### src/hdl/sti_pkg.sv
// shared constants and types for the stage 2 invalidation block
package sti_pkg;
  // command opcodes carried in word 0 bits [7:0]
  localparam logic [7:0] OP_S2_ADDR = 8'h2A;
  localparam logic [7:0] OP_SEC_S2_ADDR = 8'h5A;
  localparam logic [7:0] OP_NS_ALL = 8'h30;
  localparam int OPCODE_LSB = 0;
  localparam int OPCODE_W = 8;

  // field layout of words 1..3
  localparam int VM_TAG_LSB = 0;
  localparam int VM_TAG_W = 16;
  localparam int LEAF_BIT = 0;
  localparam int SPACE_SEL_BIT = 1;
  localparam int TTL_LSB = 8;
  localparam int GRANULE_HINT_LSB = 10;
  localparam int ADDR_LO_LSB = 12;
  localparam int ADDR_LO_W = 20;
  localparam int ADDR_HI_W = 20;
  localparam int RSV_ADDR_W = 4;
  localparam int PAGE_W = 40;
  localparam logic [5:0] PAGE_SHIFT = 6'h0C;

  // register byte addresses
  localparam logic [7:0] REG_CTRL = 8'h00;
  localparam logic [7:0] REG_STATUS = 8'h04;
  localparam logic [7:0] REG_VALID = 8'h08;
  localparam logic [7:0] REG_ILL_COUNT = 8'h0C;

  // control register fields and reset value
  localparam int CTRL_S2_BIT = 0;
  localparam int CTRL_SEC_S2_BIT = 1;
  localparam int CTRL_RANGE_BIT = 2;
  localparam int CTRL_IAS_LSB = 8;
  localparam int CTRL_IAS_W = 6;
  localparam logic [31:0] CTRL_RST = 32'h0000_3003;
  localparam logic [31:0] CTRL_MASK = 32'h0000_3F07;

  // status register fields
  localparam int STAT_ERR_BIT = 0;
  localparam int STAT_OP_LSB = 8;
  localparam int STAT_DONE_LSB = 16;
  localparam logic [15:0] COUNT_RST = 16'h0000;

  typedef enum logic [1:0] {
    KIND_VA = 2'b00,
    KIND_S2 = 2'b01,
    KIND_NEST = 2'b10
  } sti_kind_t;

  typedef enum logic [1:0] {
    SC_NONE = 2'b00,
    SC_ADDR = 2'b01,
    SC_VM = 2'b10,
    SC_ALL = 2'b11
  } sti_scope_kind_t;

  typedef struct packed {
    logic valid;
    logic secure;
    logic hyp;
    sti_kind_t kind;
    logic last;
    logic space_sel;
    logic [15:0] virtual_machine_tag;
    logic [39:0] gpa_page;
  } sti_entry_t;

  typedef struct packed {
    sti_scope_kind_t kind;
    logic secure;
    logic leaf;
    logic space_sel;
    logic [15:0] virtual_machine_tag;
    logic [39:0] gpa_page;
  } sti_scope_t;

  typedef struct packed {
    logic [31:0] w3;
    logic [31:0] w2;
    logic [31:0] w1;
    logic [31:0] w0;
  } sti_cmd_t;

  typedef struct packed {
    logic [7:0] addr;
    logic [31:0] wdata;
    logic wr;
    logic rd;
  } sti_bus_t;
endpackage

### src/hdl/sti_match.sv
// one cache entry compared against the scope of an invalidation
`timescale 1ns/1ns
module sti_match (
  input wire sti_pkg::sti_entry_t i_entry,
  input wire sti_pkg::sti_scope_t i_scope,
  output logic o_hit
);
  wire tag_eq = i_entry.virtual_machine_tag == i_scope.virtual_machine_tag;
  // hypervisor entries are never touched by these commands
  wire regime_eq = i_entry.valid & ~i_entry.hyp & (i_entry.secure == i_scope.secure);
  // only stage-2-only entries are tagged as guest-physical; nested ones are left by the address form
  wire is_gpa = i_entry.kind == sti_pkg::KIND_S2;
  wire page_eq = i_entry.gpa_page == i_scope.gpa_page;
  wire leaf_ok = ~i_scope.leaf | i_entry.last;
  wire space_ok = ~i_scope.secure | (i_entry.space_sel == i_scope.space_sel);
  wire addr_hit = is_gpa & tag_eq & page_eq & leaf_ok & space_ok;
  wire vm_hit = (i_scope.kind == sti_pkg::SC_VM) & tag_eq;
  wire all_hit = i_scope.kind == sti_pkg::SC_ALL;
  wire sel_addr = (i_scope.kind == sti_pkg::SC_ADDR) & addr_hit;

  assign o_hit = regime_eq & (all_hit | vm_hit | sel_addr);
endmodule

### src/hdl/sti_core.sv
// command decode and cache invalidation for stage 2 and common commands
//
// Added by the designer: the address-and-strobe port and the register offsets.
`timescale 1ns/1ns
module sti_core #(
  parameter int DEPTH = 16,
  parameter logic [7:0] OP_VM_ALL = 8'h2C,
  parameter logic [7:0] OP_SEC_VM_ALL = 8'h5C,
  parameter logic [7:0] OP_SEC_ALL = 8'h60,
  parameter bit RSV_HI_ADDR = 1'b1
) (
  input wire i_clk,
  input wire i_rst_b,
  input wire i_cmd_valid,
  input wire sti_pkg::sti_cmd_t i_cmd,
  input wire i_cmd_secure_q,
  output logic o_cmd_ready,
  output logic o_inv_done,
  output logic o_illegal_command_error,
  output logic o_unhandled,
  input wire i_fill_valid,
  input wire [$clog2(DEPTH)-1:0] i_fill_idx,
  input wire sti_pkg::sti_entry_t i_fill_entry,
  output logic [DEPTH-1:0] o_valid_mask,
  input wire sti_pkg::sti_bus_t i_bus,
  output logic [31:0] o_reg_rdata
);
  localparam int IDX_W = $clog2(DEPTH);

  ////////////////////////////////////////////////////////////////////////
  // state
  logic [31:0] ctrl;
  logic err;
  logic [7:0] last_op;
  logic [15:0] done_cnt;
  logic [15:0] ill_cnt;
  logic done_q;
  logic ill_q;
  logic unh_q;
  sti_pkg::sti_entry_t entry [DEPTH];
  logic [DEPTH-1:0] hit;
  logic [DEPTH-1:0] sec_vec;
  logic [DEPTH-1:0] hyp_vec;
  logic [DEPTH-1:0] sel_vec;
  logic [DEPTH-1:0] s2_vec;

  ////////////////////////////////////////////////////////////////////////
  // capabilities from the control register
  wire cap_s2 = ctrl[sti_pkg::CTRL_S2_BIT];
  wire cap_sec_s2 = ctrl[sti_pkg::CTRL_SEC_S2_BIT];
  wire range_en = ctrl[sti_pkg::CTRL_RANGE_BIT];
  wire [5:0] input_address_size = ctrl[sti_pkg::CTRL_IAS_LSB +: sti_pkg::CTRL_IAS_W];

  ////////////////////////////////////////////////////////////////////////
  // opcode decode; fields outside the layout are never looked at
  wire [7:0] opcode = i_cmd.w0[sti_pkg::OPCODE_LSB +: sti_pkg::OPCODE_W];
  wire is_s2_addr = opcode == sti_pkg::OP_S2_ADDR;
  wire is_vm_all = opcode == OP_VM_ALL;
  wire is_ns_all = opcode == sti_pkg::OP_NS_ALL;
  wire is_sec_addr = opcode == sti_pkg::OP_SEC_S2_ADDR;
  wire is_sec_vm = opcode == OP_SEC_VM_ALL;
  wire is_sec_all = opcode == OP_SEC_ALL;
  wire sec_op = is_sec_addr | is_sec_vm | is_sec_all;
  wire addr_op = is_s2_addr | is_sec_addr;
  wire vm_op = is_vm_all | is_sec_vm;
  wire mine = is_s2_addr | is_vm_all | is_ns_all | sec_op;

  // the queue of origin matters only for the secure forms
  wire ill_no_s2 = (is_s2_addr | is_vm_all) & ~cap_s2;
  wire ill_nonsec_q = sec_op & ~i_cmd_secure_q;
  wire ill_no_sec_s2 = sec_op & ~cap_sec_s2;
  // the non-secure all-entries form has no capability check at all
  wire ill_cmd = ill_no_s2 | ill_nonsec_q | ill_no_sec_s2;
  wire take = i_cmd_valid & mine;
  wire ill_ev = take & ill_cmd;
  wire ok_ev = take & ~ill_cmd;

  ////////////////////////////////////////////////////////////////////////
  // address parameter: only bits 51..12 are read, so bits 11..0 act as zero
  wire [19:0] addr_lo = i_cmd.w2[sti_pkg::ADDR_LO_LSB +: sti_pkg::ADDR_LO_W];
  wire [15:0] addr_hi_keep = i_cmd.w3[15:0];
  wire [3:0] addr_rsv_in = i_cmd.w3[16 +: sti_pkg::RSV_ADDR_W];
  wire [3:0] addr_rsv = RSV_HI_ADDR ? 4'h0 : addr_rsv_in;
  wire [39:0] gpa_page = {addr_rsv, addr_hi_keep, addr_lo};
  // granule and level hints are decoded but this cache keys on page only
  wire [1:0] granule_hint = i_cmd.w2[sti_pkg::GRANULE_HINT_LSB +: 2];
  wire [1:0] level_hint = i_cmd.w2[sti_pkg::TTL_LSB +: 2];
  wire leaf = i_cmd.w2[sti_pkg::LEAF_BIT];
  wire sel_bit = i_cmd.w2[sti_pkg::SPACE_SEL_BIT];
  // selector is meaningful only for the secure address form
  wire space_sel = is_sec_addr ? sel_bit : 1'b1;
  wire [15:0] vm_tag = i_cmd.w1[sti_pkg::VM_TAG_LSB +: sti_pkg::VM_TAG_W];

  // out-of-range check is optional; an out-of-range address removes nothing
  wire [5:0] range_sh = input_address_size - sti_pkg::PAGE_SHIFT;
  wire [39:0] range_mask = {40{1'b1}} << range_sh;
  wire out_of_range = range_en & (|(gpa_page & range_mask));

  ////////////////////////////////////////////////////////////////////////
  // invalidation scope handed to every entry comparator
  sti_pkg::sti_scope_t scope;
  sti_pkg::sti_scope_kind_t scope_kind;
  wire addr_kind_ok = addr_op & ~out_of_range;

  assign scope_kind = ~ok_ev ? sti_pkg::SC_NONE :
                      addr_kind_ok ? sti_pkg::SC_ADDR :
                      addr_op ? sti_pkg::SC_NONE :
                      vm_op ? sti_pkg::SC_VM :
                      sti_pkg::SC_ALL;
  assign scope.kind = scope_kind;
  assign scope.secure = sec_op;
  assign scope.leaf = leaf;
  assign scope.space_sel = space_sel;
  assign scope.virtual_machine_tag = vm_tag;
  assign scope.gpa_page = gpa_page;

  ////////////////////////////////////////////////////////////////////////
  // cache entries
  genvar gi;
  generate
    for (gi = 0; gi < DEPTH; gi++) begin : g_ent
      sti_match u_match (
        .i_entry(entry[gi]),
        .i_scope(scope),
        .o_hit(hit[gi])
      );
      assign o_valid_mask[gi] = entry[gi].valid;
      assign sec_vec[gi] = entry[gi].secure;
      assign hyp_vec[gi] = entry[gi].hyp;
      assign sel_vec[gi] = entry[gi].space_sel;
      assign s2_vec[gi] = entry[gi].kind == sti_pkg::KIND_S2;
    end
  endgenerate

  // an invalidation beats a fill to the same slot: the fill may be stale
  always_ff @(posedge i_clk or negedge i_rst_b) begin
    if (!i_rst_b) begin
      for (int i = 0; i < DEPTH; i++) begin
        entry[i] <= '0;
      end
    end else begin
      for (int i = 0; i < DEPTH; i++) begin
        if (hit[i]) begin
          entry[i].valid <= 1'b0;
        end else if (i_fill_valid && i_fill_idx == IDX_W'(i)) begin
          entry[i] <= i_fill_entry;
        end
      end
    end
  end

  ////////////////////////////////////////////////////////////////////////
  // command answers, one cycle after the command
  always_ff @(posedge i_clk or negedge i_rst_b) begin
    if (!i_rst_b) begin
      done_q <= 1'b0;
      ill_q <= 1'b0;
      unh_q <= 1'b0;
    end else begin
      done_q <= ok_ev;
      ill_q <= ill_ev;
      unh_q <= i_cmd_valid & ~mine;
    end
  end

  assign o_cmd_ready = 1'b1;
  assign o_inv_done = done_q;
  assign o_illegal_command_error = ill_q;
  assign o_unhandled = unh_q;

  ////////////////////////////////////////////////////////////////////////
  // register port
  wire wr_ctrl = i_bus.wr & (i_bus.addr == sti_pkg::REG_CTRL);
  wire wr_status = i_bus.wr & (i_bus.addr == sti_pkg::REG_STATUS);
  wire err_clr = wr_status & i_bus.wdata[sti_pkg::STAT_ERR_BIT];
  // a new error in the clearing cycle keeps the flag set
  wire next_err = ill_ev | (err & ~err_clr);
  wire [31:0] next_ctrl = wr_ctrl ? (i_bus.wdata & sti_pkg::CTRL_MASK) : ctrl;
  wire [7:0] next_last_op = ill_ev ? opcode : last_op;
  wire [15:0] next_done_cnt = ok_ev ? done_cnt + 16'h0001 : done_cnt;
  wire [15:0] next_ill_cnt = ill_ev ? ill_cnt + 16'h0001 : ill_cnt;

  wire [31:0] rd_status = {done_cnt, last_op, 7'h00, err};
  wire [31:0] rd_valid = 32'(o_valid_mask);
  wire [31:0] rd_ill = {16'h0000, ill_cnt};
  wire [31:0] rd_sel = (i_bus.addr == sti_pkg::REG_CTRL) ? ctrl :
                       (i_bus.addr == sti_pkg::REG_STATUS) ? rd_status :
                       (i_bus.addr == sti_pkg::REG_VALID) ? rd_valid :
                       (i_bus.addr == sti_pkg::REG_ILL_COUNT) ? rd_ill :
                       32'h0000_0000;
  wire [31:0] next_rdata = i_bus.rd ? rd_sel : 32'h0000_0000;

  always_ff @(posedge i_clk or negedge i_rst_b) begin
    if (!i_rst_b) begin
      ctrl <= sti_pkg::CTRL_RST;
      err <= 1'b0;
      last_op <= 8'h00;
      done_cnt <= sti_pkg::COUNT_RST;
      ill_cnt <= sti_pkg::COUNT_RST;
      o_reg_rdata <= 32'h0000_0000;
    end else begin
      ctrl <= next_ctrl;
      err <= next_err;
      last_op <= next_last_op;
      done_cnt <= next_done_cnt;
      ill_cnt <= next_ill_cnt;
      o_reg_rdata <= next_rdata;
    end
  end

  ////////////////////////////////////////////////////////////////////////
  // checks on the answers, the scope and the hit vector; those on a single slot use slot 0, which stands for every slot
  wire fill0 = i_fill_valid & (i_fill_idx == '0);
  wire e0_ns = entry[0].valid & ~entry[0].hyp & ~entry[0].secure;
  wire e0_sec = entry[0].valid & ~entry[0].hyp & entry[0].secure;
  wire e0_tag = entry[0].virtual_machine_tag == vm_tag;
  wire e0_page = entry[0].gpa_page == gpa_page;
  // a fill into slot 0 in the same cycle would hide a kept entry
  wire keep0 = entry[0].valid & ~fill0;

  a_ill_no_stage2: assert property (@(posedge i_clk) disable iff (!i_rst_b)
    i_cmd_valid & (is_s2_addr | is_vm_all) & ~cap_s2 |=> o_illegal_command_error & ~o_inv_done)
    else $error("stage 2 command without stage 2 not flagged");

  a_ill_nonsec_queue: assert property (@(posedge i_clk) disable iff (!i_rst_b)
    i_cmd_valid & sec_op & ~i_cmd_secure_q |=> o_illegal_command_error & ~o_inv_done)
    else $error("secure command from non-secure queue not flagged");

  a_ill_no_secure: assert property (@(posedge i_clk) disable iff (!i_rst_b)
    i_cmd_valid & sec_op & ~cap_sec_s2 |=> o_illegal_command_error)
    else $error("secure command without secure stage 2 not flagged");

  a_all_always_legal: assert property (@(posedge i_clk) disable iff (!i_rst_b)
    i_cmd_valid & is_ns_all |=> o_inv_done & ~o_illegal_command_error)
    else $error("non-secure all-entries command refused");

  a_queue_blind: assert property (@(posedge i_clk) disable iff (!i_rst_b)
    i_cmd_valid & (is_s2_addr | is_vm_all) & cap_s2 |=> o_inv_done & ~o_illegal_command_error)
    else $error("non-secure stage 2 command depends on queue");

  a_vm_all_clears: assert property (@(posedge i_clk) disable iff (!i_rst_b)
    i_cmd_valid & is_vm_all & cap_s2 & e0_ns & e0_tag |=> ~entry[0].valid)
    else $error("vm-wide invalidation left a matching entry");

  a_all_keeps_hyp: assert property (@(posedge i_clk) disable iff (!i_rst_b)
    i_cmd_valid & is_ns_all & entry[0].valid & entry[0].hyp & ~fill0 |=> entry[0].valid)
    else $error("all-entries invalidation removed a hypervisor entry");

  a_sec_all_clears: assert property (@(posedge i_clk) disable iff (!i_rst_b)
    i_cmd_valid & is_sec_all & ~ill_cmd & e0_sec |=> ~entry[0].valid & o_inv_done)
    else $error("secure all-entries invalidation left an entry");

  a_leaf_keeps_upper: assert property (@(posedge i_clk) disable iff (!i_rst_b)
    i_cmd_valid & addr_op & leaf & entry[0].valid & ~entry[0].last & ~fill0 & ~sec_op |=> entry[0].valid)
    else $error("leaf invalidation removed a non-leaf entry");

  a_addr_clears: assert property (@(posedge i_clk) disable iff (!i_rst_b)
    i_cmd_valid & is_s2_addr & cap_s2 & ~out_of_range & e0_ns & e0_tag & e0_page
    & (entry[0].kind == sti_pkg::KIND_S2) & (~leaf | entry[0].last) |=> ~entry[0].valid)
    else $error("address invalidation left a stage-2-only entry");

  a_nested_kept: assert property (@(posedge i_clk) disable iff (!i_rst_b)
    i_cmd_valid & addr_op & entry[0].valid & (entry[0].kind != sti_pkg::KIND_S2) & ~fill0 |=> entry[0].valid)
    else $error("address invalidation removed a non guest-physical entry");

  a_rsv_addr_zero: assert property (@(posedge i_clk) disable iff (!i_rst_b)
    RSV_HI_ADDR & i_cmd_valid |-> scope.gpa_page[39:36] == 4'h0)
    else $error("reserved address bits reached the comparators");

  a_range_no_hit: assert property (@(posedge i_clk) disable iff (!i_rst_b)
    i_cmd_valid & addr_op & out_of_range |-> ~|hit)
    else $error("out-of-range address removed an entry");

  a_ns_keeps_secure: assert property (@(posedge i_clk) disable iff (!i_rst_b)
    i_cmd_valid & ~sec_op |-> ~|(hit & sec_vec))
    else $error("non-secure command hit a secure entry");

  a_sec_keeps_ns: assert property (@(posedge i_clk) disable iff (!i_rst_b)
    i_cmd_valid & sec_op |-> ~|(hit & ~sec_vec))
    else $error("secure command hit a non-secure entry");

  a_hyp_kept: assert property (@(posedge i_clk) disable iff (!i_rst_b)
    i_cmd_valid |-> ~|(hit & hyp_vec))
    else $error("invalidation hit a hypervisor entry");

  a_ill_no_hit: assert property (@(posedge i_clk) disable iff (!i_rst_b)
    ill_ev |-> ~|hit)
    else $error("illegal command removed an entry");

  a_unknown_no_hit: assert property (@(posedge i_clk) disable iff (!i_rst_b)
    i_cmd_valid & ~mine |-> ~|hit ##1 (o_unhandled & ~o_inv_done & ~o_illegal_command_error))
    else $error("unknown opcode changed the cache or gave a wrong answer");

  a_sec_addr_sel: assert property (@(posedge i_clk) disable iff (!i_rst_b)
    i_cmd_valid & is_sec_addr |-> ~|(hit & (sel_vec ^ {DEPTH{sel_bit}})))
    else $error("secure address invalidation hit the other address space");

  a_addr_s2_only: assert property (@(posedge i_clk) disable iff (!i_rst_b)
    i_cmd_valid & addr_op |-> ~|(hit & ~s2_vec))
    else $error("address invalidation hit a non guest-physical entry");

  a_vm_keeps_other: assert property (@(posedge i_clk) disable iff (!i_rst_b)
    i_cmd_valid & is_vm_all & keep0 & ~e0_tag |=> entry[0].valid)
    else $error("vm-wide invalidation removed another tag");

  a_ns_all_clears: assert property (@(posedge i_clk) disable iff (!i_rst_b)
    i_cmd_valid & is_ns_all & e0_ns |=> ~entry[0].valid & o_inv_done)
    else $error("all-entries invalidation left a non-secure entry");

  a_one_answer: assert property (@(posedge i_clk) disable iff (!i_rst_b)
    i_cmd_valid & mine |=> (o_inv_done ^ o_illegal_command_error) & ~o_unhandled)
    else $error("handled command did not give exactly one answer");

  a_err_set_wins: assert property (@(posedge i_clk) disable iff (!i_rst_b)
    ill_ev |=> err)
    else $error("illegal command did not set the sticky error");

  c_illegal: cover property (@(posedge i_clk) disable iff (!i_rst_b) o_illegal_command_error);
  c_addr_hit: cover property (@(posedge i_clk) disable iff (!i_rst_b) (scope_kind == sti_pkg::SC_ADDR) & (|hit));
  c_sec_vm_hit: cover property (@(posedge i_clk) disable iff (!i_rst_b) is_sec_vm & (|hit));
  c_all_back: cover property (@(posedge i_clk) disable iff (!i_rst_b) ok_ev & is_ns_all ##1 ok_ev);
  c_range_drop: cover property (@(posedge i_clk) disable iff (!i_rst_b) ok_ev & addr_op & out_of_range);
endmodule

### config.mk
export PLATFORM = sky130hd
export DESIGN_NAME = sti_core
export DESIGN_NICKNAME = d
export VERILOG_FILES = /design/src/hdl/sti_pkg.sv /design/src/hdl/sti_match.sv /design/src/hdl/sti_core.sv
export SDC_FILE = /design/constraint.sdc
export NUM_CORES = 2
export LEC_CHECK = 0
export CAP_MARGIN = 20
export CORE_UTILIZATION = 58
export CTS_CLUSTER_SIZE = 24
export DETAILED_ROUTE_END_ITERATION = 7
export DONT_BUFFER_PORTS = 1
export PLACE_DENSITY_LB_ADDON = 0.1
export REMOVE_ABC_BUFFERS = 1
export SYNTH_ARGS = -nofsm -noshare
export SYNTH_HDL_FRONTEND = slang
export SYNTH_HIERARCHICAL = 1
export SYNTH_SLANG_ARGS = --single-unit
### constraint.sdc
create_clock -name i_clk -period 4.9 [get_ports i_clk]
set_input_delay 0.245 -clock i_clk [delete_from_list [all_inputs] [get_ports i_clk]]
set_output_delay 0.245 -clock i_clk [all_outputs]
set_load 0.03 [all_outputs]
==> results_dict.tcl <==
set metrics [dict create \
    status "complete, no violations" \
    path_cells "inv_1 > ha_2 > and2_1 > a311o_1 > nand2_1 > and4_1 > nand4_1 > a31oi_2 > buf_12 > nand2_1 > a2111o_1 > nor4_2 > buf_4 > nand4_1 > a21oi_1 > nor2_4 > buf_12 > mux2_2" \
    end_kind "flop" \
    max_cap_violations 0 \
    dp_hpwl_um 85400 \
    powerDensity_mw_per_mm2 431 \
    timing.fmax_mhz 214 \
    antenna_found_initial 10 \
    path_buf_inv 4 \
    ys_top_cells_by_area "dfrtp_1, mux2_2, xnor2_1" \
    yosysWarnings 6 \
    seq_area_sq_mm 0.0274 \
    grt_max_degree 1094 \
    drtIter0Drc 2238 \
    cts_buffers 116 \
    grtUsageMet3_pct 7.36 \
    post_cts_buffers 0 \
    use_met1_pct 41.5 \
    hold_class "primary input to async pin" \
    crit_path_max_incr_delay_ns 0.44 \
    row_count 110 \
    track_usage_pct 29.6 \
    place_area_sq_mm 0.0549 \
    fin_crit_ns 4.68 \
    utilization_pct 66.4 \
    pwr-share-seq_pct 48.1 \
    yosysTopAreaCell "dfrtp_1" \
    routedWlPerCell_um 24.9 \
    via_per_inst 5.89 \
    antenna_left 0 \
    clk_latency_ns 0.69 \
    synth.top_cell.area_share_pct 51.5 \
    drive_gt1_share_pct 31.2 \
    multiInputGateArea_sq_mm 0.0249 \
    slowest_stage "a2111o_1" \
    p_leak_nw 23.7 \
    io_pins 294 \
    dr_total_vias 32080 \
    cts_sinks 1093 \
    die_area_sq_mm 0.0924 \
    critical_path_class "flop to flop" \
    grt_pass1_wl_um 206000 \
    p_comb_share_pct 18.6 \
    syn-cell-area_sq_mm 0.0529 \
    vdd_drop_max_mv 0.324 \
    post-route-period-util_pct 95.4 \
    fin_skew_ns 0.0238 \
    cts_tree "yes" \
    final_cell_mix "dfrtp_1, mux2_2, xnor2_1, nand4_1, clkbuf_16" \
    internal-power_mw 19.1 \
    firstDrtPassIters 8 \
    clk_pin_slew_worst_paths_ns 0.06 \
    hold_violations 0 \
    top_usage_layer "met2" \
    dp.cells 5127 \
    grt_util_met2_pct 45.4 \
    core_sq_mm 0.0901 \
    start_util_pct 58.7 \
    synthFlopType "dfrtp_1" \
    portBuffers 0 \
    clock_power_share_pct 33.3 \
    cp_data_required_time_ns 5.46 \
    grt_setup_unrepaired "false" \
    ys_ff_latch 1093 \
    slew_headroom_pct 1.41 \
    area_delta_synth_final_pct 13.1 \
    netlist_instances 4006 \
    drc_errors 0 \
    final_common_cell "dfrtp_1" \
    fillers 6769 \
    setup_viol 0 \
    synth_cell_types 73 \
    htree_levels 3 \
    wirelength_um 136000 \
    fin_area_sq_mm 0.0598 \
    slew_violations 0 \
    clock_path_buffers 3 \
    final-instance-count-excl-fill 5447 \
    gp_congestion 0.873 \
    ys_seq_area_share_pct 51.7 \
    synth-edff-count 0 \
    sw_frac_of_total_pct 26.0 \
    syn_area_per_cell_sq_um 13.2 \
    tightestPinTransition_ns 1.48 \
    die_w_um 304 \
    die_height_um 304 \
    cp_max_fo 32 \
    crit_path_start_kind "flop" \
    path_delay_family "compound AO/OA/AOI/OAI gates" \
    grt_remaining_overflow 0 \
    final_nets 4427 \
    power.net_switching_mw 6.69 \
    cts_root_buf "clkbuf_16" \
    grt_pass1_vias 32394 \
    arrival_ns 5.23 \
    ys_async_sr_fraction_pct 100 \
]
==> registers in the layout, indices dropped and copies added (netlist names) <==
register                 flops
entry                      992
err                          1
o_reg_rdata                 32
ctrl                         9
o_inv_done                   1
o_valid_mask                16
done_cnt                    16
last_op                      8
o_unhandled                  1
o_illegal_command_error      1
ill_cnt                     16
==> cells by family after synthesis <==
| group | Yosys count | synth area share [%] |
|---|---|---|
| xor+xnor | 961 | 15.9 |
| flops | 1093 | 51.7 |
| buf+inv | 206 | 1.95 |
| compound gates | 138 | 1.85 |
| other cells | 2 | 0.0142 |
| mux | 1030 | 21.9 |
| simple gates | 570 | 6.55 |
| fa+ha+maj | 6 | 0.137 |
==> synthesized netlist by cell type, types with 5 or more instances <==
cell type  instances
xor2_1            24
a221oi_1           8
ha_1               5
buf_4             19
mux2_2          1006
buf_2             79
nand3_1           33
nand3b_1          19
nor4_1            34
buf_6             12
dfrtp_1         1089
a2111o_1          16
nor4_2            18
nor2_1            35
clkbuf_1          27
and2_1            21
nand2_1           64
inv_1              5
xnor2_1          937
o21ai_0           39
nor3_1            27
mux2i_1           24
a21oi_1           40
and3_1            13
buf_1             63
nand2b_1           5
nor2b_1           21
nand4_1          251
==> path summary, 6_finish.rpt <==
check | cells after the start | slack, ns | start | endpoint
min in group i_clk | 5 | 0.04 | i_bus[35] | err$_DFF_PN0_
max | 18 | 0.22 | ctrl[10]$_DFFE_PN0P_ | entry[479]$_DFFE_PN0P_
min | 2 | 0.03 | i_rst_b | entry[858]$_DFFE_PN0P_
min reg2reg | 1 | 0.47 | ill_cnt[15]$_DFFE_PN0P_ | ill_cnt[15]$_DFFE_PN0P_
max reg2reg | 18 | 0.22 | ctrl[10]$_DFFE_PN0P_ | entry[479]$_DFFE_PN0P_
max in group asynchronous | 4 | 2.23 | i_rst_b | entry[12]$_DFFE_PN0P_
==> cell type report <==
cell class	count	share of cell area (%)
clock inverters	27	0.362
multi-input cells	2770	41.6
well taps	1176	2.46
clock buffers	179	5.89
diodes	3	0.0125
flip-flops and latches	1093	45.7
repair buffers	193	3.94
inverters	6	0.0376
==> metrics by stage <==
stage	TNS [ns]	hold slack, ns	power, mW	setup WS, ns
floorplan	-1152.16	-0.0506	16.1	-2.88
global placement	0	0.00905	16.7	0.245
detailed placement	0	0.00939	16.9	0.157
CTS	0	-0.721	25.8	0.143
global route	0	0.0427	27.0	0.0383
finish	0	0.0261	25.8	0.225
==> power groups by stage <==
stage                     sequential [mW]  clock, mW  combinational (mW)
after global routing                 12.7       9.12                5.24
final                                12.4       8.58                4.78
after detailed placement             12.6          0                4.35
after CTS                            12.4       8.74                4.62
after global placement               12.5          0                4.25
after floorplan                      12.2          0                3.82
==> worst register-to-register path, cell delays in order (launching register included) <==
cell and delay [ns]:
dfrtp_1 0.38, inv_1 0.12, ha_2 0.39, and2_1 0.28, a311o_1 0.37, nand2_1 0.06, and4_1 0.18, nand4_1 0.14
a31oi_2 0.27, buf_12 0.24, nand2_1 0.10, a2111o_1 0.44, nor4_2 0.17, buf_4 0.20, nand4_1 0.10, a21oi_1 0.33
nor2_4 0.25, buf_12 0.24, mux2_2 0.30
==> routing by layer <==
layer  part of all wire (%)  vias up
li1                       -    14397
met1                     44    16710
met2                     46      766
met3                    6.8      197
met4                    2.8       10
met5                  0.048        -
==> repair_timing <==
item | in CTS | in global routing
hold endpoints to repair | 2153 | 240
hold buffers | 101 | 2
gates resized for setup | 0 | 6
endpoints found under the setup margin | 0 | 660
No activity file was read; power rests on OpenSTA's default activity.
